--- config.mk ---
export PLATFORM = sky130hd
export DESIGN_NAME = rsc_strap_loader
export DESIGN_NICKNAME = d
export VERILOG_FILES = /design/src/include/rsc_pkg.sv /design/src/rsc_cfg_mem.sv /design/src/rsc_strap_loader.sv
export SDC_FILE = /design/constraint.sdc
export NUM_CORES = 1
export LEC_CHECK = 0
export ABC_AREA = 1
export BUFFER_PORTS_ARGS = -buffer_cell sky130_fd_sc_hd__clkbuf_2
export CAP_MARGIN = 15
export CORE_UTILIZATION = 50
export CTS_BUF_LIST = sky130_fd_sc_hd__clkbuf_8
export DETAILED_ROUTE_END_ITERATION = 10
export PLACE_DENSITY = 0.67
export SETUP_SLACK_MARGIN = 0.3
export SLEW_MARGIN = 20
export SYNTH_ARGS = -nofsm -noshare
export SYNTH_HDL_FRONTEND = slang
export SYNTH_SLANG_ARGS = --single-unit
--- constraint.sdc ---
create_clock -name mclk -period 20.2 [get_ports mclk]
set_input_delay 4.04 -clock mclk [delete_from_list [all_inputs] [get_ports mclk]]
set_output_delay 4.04 -clock mclk [all_outputs]
set_load 0.01 [all_outputs]
--- src/include/rsc_pkg.sv ---
// Constants, types and helper functions of the reset strap loader.
// Assumes a single 200 MHz clock domain and an APB register port.
package rsc_pkg;

  localparam int NGPIO = 16;
  localparam int GPIO_TWO_WIRE = 9;
  localparam int SEL_W = 4;
  localparam int NCFG = 16;
  localparam int CFG_W = 32;

  localparam logic [NGPIO-1:0] DEF_SEL_MASK = 16'h000F;
  localparam logic [NGPIO-1:0] DEF_CLK_EN = 16'h0000;
  localparam logic [NGPIO-1:0] DEF_GPIO_OE = 16'h0000;

  // Register byte addresses
  localparam logic [7:0] A_CTRL = 8'h00;
  localparam logic [7:0] A_SEL_MASK = 8'h04;
  localparam logic [7:0] A_EED_MASK = 8'h08;
  localparam logic [7:0] A_ADR_MASK = 8'h0C;
  localparam logic [7:0] A_CAPT = 8'h10;
  localparam logic [7:0] A_STATUS = 8'h14;
  localparam logic [7:0] A_PORT_CFG = 8'h18;
  localparam logic [7:0] A_GPIO_OE = 8'h1C;
  localparam logic [1:0] MEM_WIN = 2'h1;

  // Stored configuration word layout
  localparam int CW_CLK_LSB = 0;
  localparam int CW_ADR_BIT = 16;
  localparam int CW_ADR_OVR = 17;
  localparam int CW_TW_BIT = 18;
  localparam int CW_CK_LSB = 24;

  // Status and port configuration field positions
  localparam int ST_STATE_LSB = 16;
  localparam int ST_CKERR_BIT = 20;
  localparam int ST_EEDIS_BIT = 21;
  localparam int ST_DONE_BIT = 22;
  localparam int PC_ADR_BIT = 16;
  localparam int PC_TW_BIT = 17;

  // Regulator settle time, least time rounded up
  localparam int CLK_PS = 5000;
  localparam int SETTLE_NS = 100;
  localparam int SETTLE_CYC = (SETTLE_NS * 1000 + CLK_PS - 1) / CLK_PS;
  localparam int CNT_W = 8;

  typedef enum logic [2:0] {
    RSC_RESET = 3'h0,
    RSC_OTP_RD = 3'h1,
    RSC_OTP_CHK = 3'h2,
    RSC_EEPROM = 3'h3,
    RSC_PWR = 3'h4,
    RSC_PLL = 3'h5,
    RSC_DONE = 3'h6
  } rsc_state_t;

  typedef struct packed {
    logic [NGPIO-1:0] sel_word;
    logic eeprom_dis;
    logic addr_bit_two;
    logic two_wire;
  } rsc_strap_t;

  typedef struct packed {
    logic [NGPIO-1:0] clk_out_en;
    logic addr_bit_two;
    logic two_wire;
  } rsc_port_cfg_t;

  // Packs the masked pins, lowest index to LSB
  function automatic logic [NGPIO-1:0] rsc_pack(
    input logic [NGPIO-1:0] mask,
    input logic [NGPIO-1:0] pins
  );
    logic [NGPIO-1:0] r;
    int j;
    r = '0;
    j = 0;
    for (int i = 0; i < NGPIO; i++) begin
      if (mask[i]) begin
        r[j[3:0]] = pins[i];
        j = j + 1;
      end
    end
    return r;
  endfunction

  // Value of the highest-indexed masked pin, zero if none
  function automatic logic rsc_hi_pick(
    input logic [NGPIO-1:0] mask,
    input logic [NGPIO-1:0] pins
  );
    logic r;
    r = 1'b0;
    for (int i = 0; i < NGPIO; i++) begin
      if (mask[i]) begin
        r = pins[i];
      end
    end
    return r;
  endfunction

  function automatic logic [7:0] rsc_cksum(input logic [CFG_W-1:0] w);
    return w[7:0] ^ w[15:8] ^ w[23:16];
  endfunction

endpackage

--- src/rsc_cfg_mem.sv ---
// Store of up to sixteen configuration words with a registered read port.
// Assumes writes come from the register port before master reset release.
`timescale 1ns/1ps
module rsc_cfg_mem import rsc_pkg::*; (
  input wire logic mclk,
  input wire logic rst,
  input wire logic we,
  input wire logic [SEL_W-1:0] waddr,
  input wire logic [CFG_W-1:0] wdata,
  input wire logic re,
  input wire logic [SEL_W-1:0] raddr,
  output logic [CFG_W-1:0] rdata
);

  logic [CFG_W-1:0] mem [NCFG];

  always_ff @(posedge mclk) begin
    if (we) begin
      mem[waddr] <= wdata;
    end
  end

  always_ff @(posedge mclk or posedge rst) begin
    if (rst) begin
      rdata <= '0;
    end else if (re) begin
      rdata <= mem[raddr];
    end
  end

endmodule

--- src/rsc_strap_loader.sv ---
// Reset strap capture and initial configuration sequencer.
// Assumes pins and the PLL lock arrive asynchronously; APB runs on mclk.
`timescale 1ns/1ps
module rsc_strap_loader import rsc_pkg::*; (
  input wire logic mclk,
  input wire logic rst,
  input wire logic master_reset_n,
  input wire logic [NGPIO-1:0] gpio_pin,
  input wire logic psel,
  input wire logic penable,
  input wire logic pwrite,
  input wire logic [7:0] paddr,
  input wire logic [31:0] pwdata,
  output logic [31:0] prdata,
  output logic pready,
  output logic pslverr,
  input wire logic eeprom_done,
  input wire logic pll_lock,
  output logic eeprom_start,
  output logic reg_en,
  output logic clk_int_en,
  output logic pll_cal_start,
  output logic load_done,
  output logic [NGPIO-1:0] gpio_oe,
  output rsc_port_cfg_t port_cfg
);

  ////////////////////////////////////////////////////////////////////////
  // Pin synchronisers

  logic mr_s1, mr_s2, mr_s3, mr_stable, mr_rise;
  logic lk_s1, lk_s2, lk_s3, lock_stable;
  logic [NGPIO-1:0] g_s1, g_s2, g_s3, gpio_stable, g_eq;

  always_ff @(posedge mclk or posedge rst) begin
    if (rst) begin
      mr_s1 <= 1'b0;
      mr_s2 <= 1'b0;
      mr_s3 <= 1'b0;
      mr_stable <= 1'b0;
      lk_s1 <= 1'b0;
      lk_s2 <= 1'b0;
      lk_s3 <= 1'b0;
      lock_stable <= 1'b0;
      g_s1 <= '0;
      g_s2 <= '0;
      g_s3 <= '0;
      gpio_stable <= '0;
    end else begin
      mr_s1 <= master_reset_n;
      mr_s2 <= mr_s1;
      mr_s3 <= mr_s2;
      if (mr_s2 == mr_s3) begin
        mr_stable <= mr_s3;
      end
      lk_s1 <= pll_lock;
      lk_s2 <= lk_s1;
      lk_s3 <= lk_s2;
      if (lk_s2 == lk_s3) begin
        lock_stable <= lk_s3;
      end
      g_s1 <= gpio_pin;
      g_s2 <= g_s1;
      g_s3 <= g_s2;
      gpio_stable <= (g_s3 & g_eq) | (gpio_stable & ~g_eq);
    end
  end

  assign mr_rise = (mr_s2 == mr_s3) && mr_s3 && !mr_stable;
  assign g_eq = ~(g_s2 ^ g_s3);

  ////////////////////////////////////////////////////////////////////////
  // Factory pin assignment and strap capture

  logic programmed;
  logic [NGPIO-1:0] sel_mask, eed_mask, adr_mask;
  logic [NGPIO-1:0] eff_sel, eff_eed, eff_adr, use_sel;
  logic [NGPIO-1:0] cap_pins;
  rsc_strap_t strap;
  rsc_strap_t next_strap;

  // Unprogrammed parts keep default pin behaviour
  assign eff_sel = programmed ? sel_mask : '0;
  assign eff_eed = programmed ? eed_mask : '0;
  assign eff_adr = programmed ? adr_mask : '0;
  assign use_sel = (eff_sel == '0) ? DEF_SEL_MASK : eff_sel;

  always_comb begin
    next_strap.sel_word = rsc_pack(use_sel, gpio_stable);
    next_strap.eeprom_dis = |(eff_eed & gpio_stable);
    next_strap.addr_bit_two = rsc_hi_pick(eff_adr, gpio_stable);
    next_strap.two_wire = gpio_stable[GPIO_TWO_WIRE];
  end

  always_ff @(posedge mclk or posedge rst) begin
    if (rst) begin
      strap <= '0;
      cap_pins <= '0;
    end else if (mr_rise) begin
      strap <= next_strap;
      cap_pins <= gpio_stable;
    end
  end

  ////////////////////////////////////////////////////////////////////////
  // Sequencer

  rsc_state_t state;
  logic [CNT_W-1:0] cnt;
  logic [CFG_W-1:0] mem_rdata;
  logic sel_ok, ck_ok, cksum_err;

  // Only sixteen sets exist; a wider word beyond them loads nothing
  assign sel_ok = programmed && (strap.sel_word[NGPIO-1:SEL_W] == '0);
  assign ck_ok = rsc_cksum(mem_rdata) == mem_rdata[CW_CK_LSB +: 8];

  always_ff @(posedge mclk or posedge rst) begin
    if (rst) begin
      state <= RSC_RESET;
      cnt <= '0;
      eeprom_start <= 1'b0;
      pll_cal_start <= 1'b0;
      cksum_err <= 1'b0;
    end else if (!mr_stable && !mr_rise) begin
      state <= RSC_RESET;
      cnt <= '0;
      eeprom_start <= 1'b0;
      pll_cal_start <= 1'b0;
      cksum_err <= 1'b0;
    end else begin
      eeprom_start <= 1'b0;
      pll_cal_start <= 1'b0;
      case (state)
        RSC_RESET: begin
          if (mr_rise) begin
            state <= RSC_OTP_RD;
          end
        end
        RSC_OTP_RD: begin
          state <= sel_ok ? RSC_OTP_CHK : RSC_EEPROM;
          eeprom_start <= !sel_ok && !strap.eeprom_dis;
        end
        RSC_OTP_CHK: begin
          cksum_err <= !ck_ok;
          state <= RSC_EEPROM;
          eeprom_start <= !strap.eeprom_dis;
        end
        RSC_EEPROM: begin
          if (strap.eeprom_dis || eeprom_done) begin
            state <= RSC_PWR;
            cnt <= '0;
          end
        end
        RSC_PWR: begin
          if (cnt == CNT_W'(SETTLE_CYC - 1)) begin
            state <= RSC_PLL;
            pll_cal_start <= 1'b1;
          end else begin
            cnt <= cnt + 1'b1;
          end
        end
        RSC_PLL: begin
          if (lock_stable) begin
            state <= RSC_DONE;
          end
        end
        RSC_DONE: state <= RSC_DONE;
        default: state <= RSC_RESET;
      endcase
    end
  end

  assign reg_en = (state == RSC_PWR) || (state == RSC_PLL) ||
                  (state == RSC_DONE);
  assign clk_int_en = (state == RSC_PLL) || (state == RSC_DONE);
  assign load_done = (state == RSC_DONE);

  ////////////////////////////////////////////////////////////////////////
  // Register port

  logic acc, wr_en;
  logic [31:0] next_prdata;

  function automatic logic addr_hit(input logic [7:0] a);
    logic r;
    case (a)
      A_CTRL, A_SEL_MASK, A_EED_MASK, A_ADR_MASK, A_CAPT, A_STATUS,
      A_PORT_CFG, A_GPIO_OE: r = 1'b1;
      default: r = (a[7:6] == MEM_WIN) && (a[1:0] == 2'h0);
    endcase
    return r;
  endfunction

  assign acc = psel && penable;
  assign pready = 1'b1;
  assign pslverr = acc && !addr_hit(paddr);
  assign wr_en = acc && pwrite && addr_hit(paddr);

  always_comb begin
    next_prdata = 32'h0000_0000;
    case (paddr)
      A_CTRL: next_prdata[0] = programmed;
      A_SEL_MASK: next_prdata[NGPIO-1:0] = sel_mask;
      A_EED_MASK: next_prdata[NGPIO-1:0] = eed_mask;
      A_ADR_MASK: next_prdata[NGPIO-1:0] = adr_mask;
      A_CAPT: next_prdata[NGPIO-1:0] = cap_pins;
      A_STATUS: begin
        next_prdata[NGPIO-1:0] = strap.sel_word;
        next_prdata[ST_STATE_LSB +: 3] = state;
        next_prdata[ST_CKERR_BIT] = cksum_err;
        next_prdata[ST_EEDIS_BIT] = strap.eeprom_dis;
        next_prdata[ST_DONE_BIT] = load_done;
      end
      A_PORT_CFG: begin
        next_prdata[NGPIO-1:0] = port_cfg.clk_out_en;
        next_prdata[PC_ADR_BIT] = port_cfg.addr_bit_two;
        next_prdata[PC_TW_BIT] = port_cfg.two_wire;
      end
      A_GPIO_OE: next_prdata[NGPIO-1:0] = gpio_oe;
      default: next_prdata = 32'h0000_0000;
    endcase
  end

  // Read data captured in the setup phase, shown in the access phase
  always_ff @(posedge mclk or posedge rst) begin
    if (rst) begin
      prdata <= 32'h0000_0000;
    end else if (psel && !penable && !pwrite) begin
      prdata <= next_prdata;
    end
  end

  always_ff @(posedge mclk or posedge rst) begin
    if (rst) begin
      programmed <= 1'b0;
      sel_mask <= '0;
      eed_mask <= '0;
      adr_mask <= '0;
    end else if (wr_en) begin
      case (paddr)
        A_CTRL: programmed <= pwdata[0];
        A_SEL_MASK: sel_mask <= pwdata[NGPIO-1:0];
        A_EED_MASK: eed_mask <= pwdata[NGPIO-1:0];
        A_ADR_MASK: adr_mask <= pwdata[NGPIO-1:0];
        default: programmed <= programmed;
      endcase
    end
  end

  ////////////////////////////////////////////////////////////////////////
  // Port configuration and pin direction

  always_ff @(posedge mclk or posedge rst) begin
    if (rst) begin
      port_cfg.clk_out_en <= DEF_CLK_EN;
      port_cfg.addr_bit_two <= 1'b0;
      port_cfg.two_wire <= 1'b0;
    end else if (!mr_stable && !mr_rise) begin
      port_cfg.clk_out_en <= DEF_CLK_EN;
      port_cfg.addr_bit_two <= 1'b0;
      port_cfg.two_wire <= 1'b0;
    end else if (mr_rise) begin
      port_cfg.two_wire <= next_strap.two_wire;
      port_cfg.addr_bit_two <= next_strap.two_wire &&
                               next_strap.addr_bit_two;
    end else if (state == RSC_OTP_CHK && ck_ok) begin
      port_cfg.clk_out_en <= mem_rdata[CW_CLK_LSB +: NGPIO];
      if (mem_rdata[CW_ADR_OVR]) begin
        port_cfg.addr_bit_two <= mem_rdata[CW_ADR_BIT];
        port_cfg.two_wire <= mem_rdata[CW_TW_BIT];
      end
    end else if (wr_en && paddr == A_PORT_CFG) begin
      port_cfg.clk_out_en <= pwdata[NGPIO-1:0];
      port_cfg.addr_bit_two <= pwdata[PC_ADR_BIT];
      port_cfg.two_wire <= pwdata[PC_TW_BIT];
    end
  end

  always_ff @(posedge mclk or posedge rst) begin
    if (rst) begin
      gpio_oe <= DEF_GPIO_OE;
    end else if (!mr_stable) begin
      gpio_oe <= DEF_GPIO_OE;
    end else if (wr_en && paddr == A_GPIO_OE) begin
      gpio_oe <= pwdata[NGPIO-1:0];
    end
  end

  rsc_cfg_mem u_mem (
    .mclk(mclk),
    .rst(rst),
    .we(wr_en && paddr[7:6] == MEM_WIN),
    .waddr(paddr[5:2]),
    .wdata(pwdata),
    .re(state == RSC_OTP_RD),
    .raddr(strap.sel_word[SEL_W-1:0]),
    .rdata(mem_rdata)
  );
endmodule

==> impl_metrics.toml <==
[status]
status = "completed"

[logic_synthesis]
synth_area_leaders = "edfxtp_1 43%, dfrtp_1 18%, nand3_1 5.9%"
ys_warn_count = 0
synth_cell_types = 56
synth_adder_area_share = 0.0214
synth-seq-cells = 768
synth_edf_count = 512
netlist_instances = 3558
synth_top_area_share = 0.427
ys_async_sr_fraction = 0.333
synth-xor-area-share = 0.00462
synth_compound_area_frac = 0.127
synthMuxAreaShare = 0.000313
yosys.area.top_type = "edfxtp_1"
synthesis.area_um2 = 36000
synth_area_per_cell_um2 = 10.1
synth_top_family_by_area = "simple AND/OR/NAND/NOR gates"
synthTopCellsByCount = "512 x edfxtp_1, 437 x nand2_1, 427 x nand3_1, 409 x o21ai_0, 405 x nor2_1"
synth_ff_type = "edfxtp_1"
yosysMostFrequentCell = "edfxtp_1"
yosysSeqAreaShare = 0.605
yosys.area_share.simple = 0.188

[setup_path]
critPathKind = "flop to flop"
crit_slowest_cell = "dfrtp_1"
crit_path_max_fanout = 21
critPathMaxStageDelay_ns = 0.71
end_kind = "flop"
startpoint_type = "flop"
critPathRequiredTime_ns = 20.87
crit_top_cell = "nand2_1"
worstRegToRegCells = 53
arrival_ns = 11.57

[power_and_ir_drop]
max-vdd-ir-drop_uv = 72.7
pwr_density_cell_nw_per_um2 = 97.6
leakage_uw = 0.0158

[job]
cap_violations = 0

[floorplan]
rows = 97
ioPinCount = 137
die_w_um = 270
core_um2 = 70600
die_h_um = 270
design.die.area_um2 = 73000
floorplan.initialDensity = 0.509

[clocking]
root_buffer = "clkbuf_8"
cts_resized = 0
path_clk_slew_ns = 0.06
clock_sinks = 768
cts_setup_buffers = 0
ctsLongestPathBuffers = 3
tritoncts = "built"
numCtsBuffers = 131
h-tree-depth = 4
cts_hold_buf = 0
clock_latency_ns = 0.79

[sta]
rsz0062_at_grt = "no"
fin_skew_ns = 0.0386
setup_tns_ns = 0
hold_violations = 0
finalSetupViolCount = 0
tightest_slew_ns = 1.09
layout_min_cycle_time_ns = 10.90
fmax_mhz = 91.8
period_share = 0.540
slew_violations = 0
relSlewSlack = 0.275

[final_layout]
layout-drive-gt1-share = 0.122
multi_input_area_um2 = 12400
stdcell_area_um2 = 40000
syn_to_final_growth_pct = 11.1
regArea_um2 = 21800
nNetsFinal = 3785
n_fill_cell = 6134

[detailed_routing]
drtPass1Iterations = 7
avgViaCountPerCell = 6.03
ant_nets = 0
vias = 28500
drtIter0Drc = 3356
drc = 0
wl_per_cell_um = 22.7
drt_wl_total_um = 107000

[placed_design]
place.gp.congestion = 0.935
hpwlAfterDp_um = 64100
port_buffers = 125
dpl_cell_area_um2 = 37500

[worst_hold_path]
min_delay_path_depth = 0
hp-class = "flop to flop"

[global_route]
grt_pass1_wl_um = 162000
grt.overflow.total = 0
grt_pass1_vias = 26800
grt_usage = 0.291
antenna_found_initial = 5
grt_max_degree = 123
==> worst max-delay path: cells and delay by family (launching register included) <==
kind | cells | cell delay (ns)
AOI/OAI and AO/OA | 1 | 0.30
adders and majority gates | 10 | 2.63
buffers and inverters | 8 | 1.41
DFF | 1 | 0.71
and+or+nand+nor | 34 | 5.73
==> final timing paths <==
kind	to	slack [ns]	from
max	strap[8]$_DFFE_PP0P_	9.30	programmed$_DFFE_PP0P_
max in group asynchronous	port_cfg[1]$_DFFE_PP0P_	14.64	rst
min in group asynchronous	async pin	3.38	rst
max reg2reg	strap[8]$_DFFE_PP0P_	9.30	programmed$_DFFE_PP0P_
min	g_s2[12]$_DFF_PP0_	0.32	g_s1[12]$_DFF_PP0_
min reg2reg	g_s2[12]$_DFF_PP0_	0.32	g_s1[12]$_DFF_PP0_
==> routing by layer <==
layer | part of all wire | wire length (µm) | GRT usage
met5 | 0.00022 | 24 | 0
met4 | 0.042 | 4530 | 0.143
met3 | 0.085 | 9120 | 0.0530
met2 | 0.46 | 49600 | 0.459
met1 | 0.41 | 43800 | 0.390
==> sequential cells by signal, summed over array words and instances (netlist names), 3 cells and up, named ones only <==
| name | flops |
|---|---|
| cnt | 8 |
| port_cfg | 18 |
| sel_mask | 16 |
| u_mem.mem | 512 |
| g_s1 | 16 |
| adr_mask | 16 |
| g_s2 | 16 |
| strap | 17 |
| gpio_oe | 16 |
| eed_mask | 16 |
| prdata | 22 |
| state | 3 |
| g_s3 | 16 |
| u_mem.rdata | 32 |
| cap_pins | 16 |
==> kinds of logic (layout without fill, tap and decap cells) <==
kind of cell | count (synthesis) | count (layout)
muxes | 1 | 1
buffers and inverters | 488 | 698
DFF | 768 | 768
and+or+nand+nor | 1467 | 1467
xor gates and xnor gates | 19 | 19
AOI/OAI and AO/OA | 748 | 748
other | 2 | 14
adders and majority gates | 65 | 65
==> placed cells by master, fill, tap and decap left out, types with 6 or more instances in the layout <==
master,synthesis,final
a2111oi_0,8,7
a211oi_1,13,13
a21oi_1,40,40
a221oi_1,11,11
a22oi_1,19,19
a311oi_1,6,6
a31oi_1,27,27
buf_4,13,44
clkbuf_2,0,125
clkbuf_8,0,149
clkinv_1,9,16
clkinv_2,0,11
conb_1,2,11
dfrtp_1,256,253
edfxtp_1,512,512
ha_1,48,48
inv_1,275,330
inv_2,7,7
maj3_1,17,17
nand2_1,437,437
nand2_2,36,36
nand2_4,13,13
nand2_8,6,6
nand3_1,427,427
nand3_2,11,11
nand4_1,74,74
nor2_1,405,388
nor2_2,5,6
nor2_4,2,18
nor3_1,28,28
nor4_1,9,9
o211ai_1,17,17
o21ai_0,409,409
o221ai_1,110,110
o22ai_1,66,66
o31ai_1,6,6
or2_2,6,6
xnor2_1,11,11
xor2_1,8,8
==> power breakdown <==
| group | total, µW | leakage [µW] | switching, µW | internal, µW |
|---|---|---|---|---|
| Sequential | 1840 | 0.00785 | 86.5 | 1750 |
| Combinational | 728 | 0.00647 | 509 | 218 |
| Clock | 1340 | 0.00151 | 652 | 685 |
| Total | 3900 | 0.0158 | 1250 | 2660 |
==> metrics by stage <==
stage | instances | hold slack (ns) | util | setup slack (ns) | total power [µW]
global route | 4720 | 0.347 | 0.566 | 8.36 | 4060
CTS | 4717 | 0.326 | 0.566 | 9.36 | 3920
finish | 4720 | 0.322 | 0.566 | 9.30 | 3900
floorplan | 3567 | 0.331 | - | 9.12 | 2310
global placement | 4480 | 0.333 | 0.530 | 9.59 | 2570
detailed placement | 4480 | 0.336 | 0.530 | 9.35 | 2580
==> cell type report <==
type | count | area share
Clock buffer | 149 | 0.0513
Timing Repair Buffer | 170 | 0.0242
Tap cell | 940 | 0.0294
Clock inverter | 88 | 0.0117
Multi-Input combinational cell | 2311 | 0.311
Antenna cell | 3 | 0.000188
Inverter | 291 | 0.0277
Sequential cell | 768 | 0.545
Power figures use the tool's default switching activity.
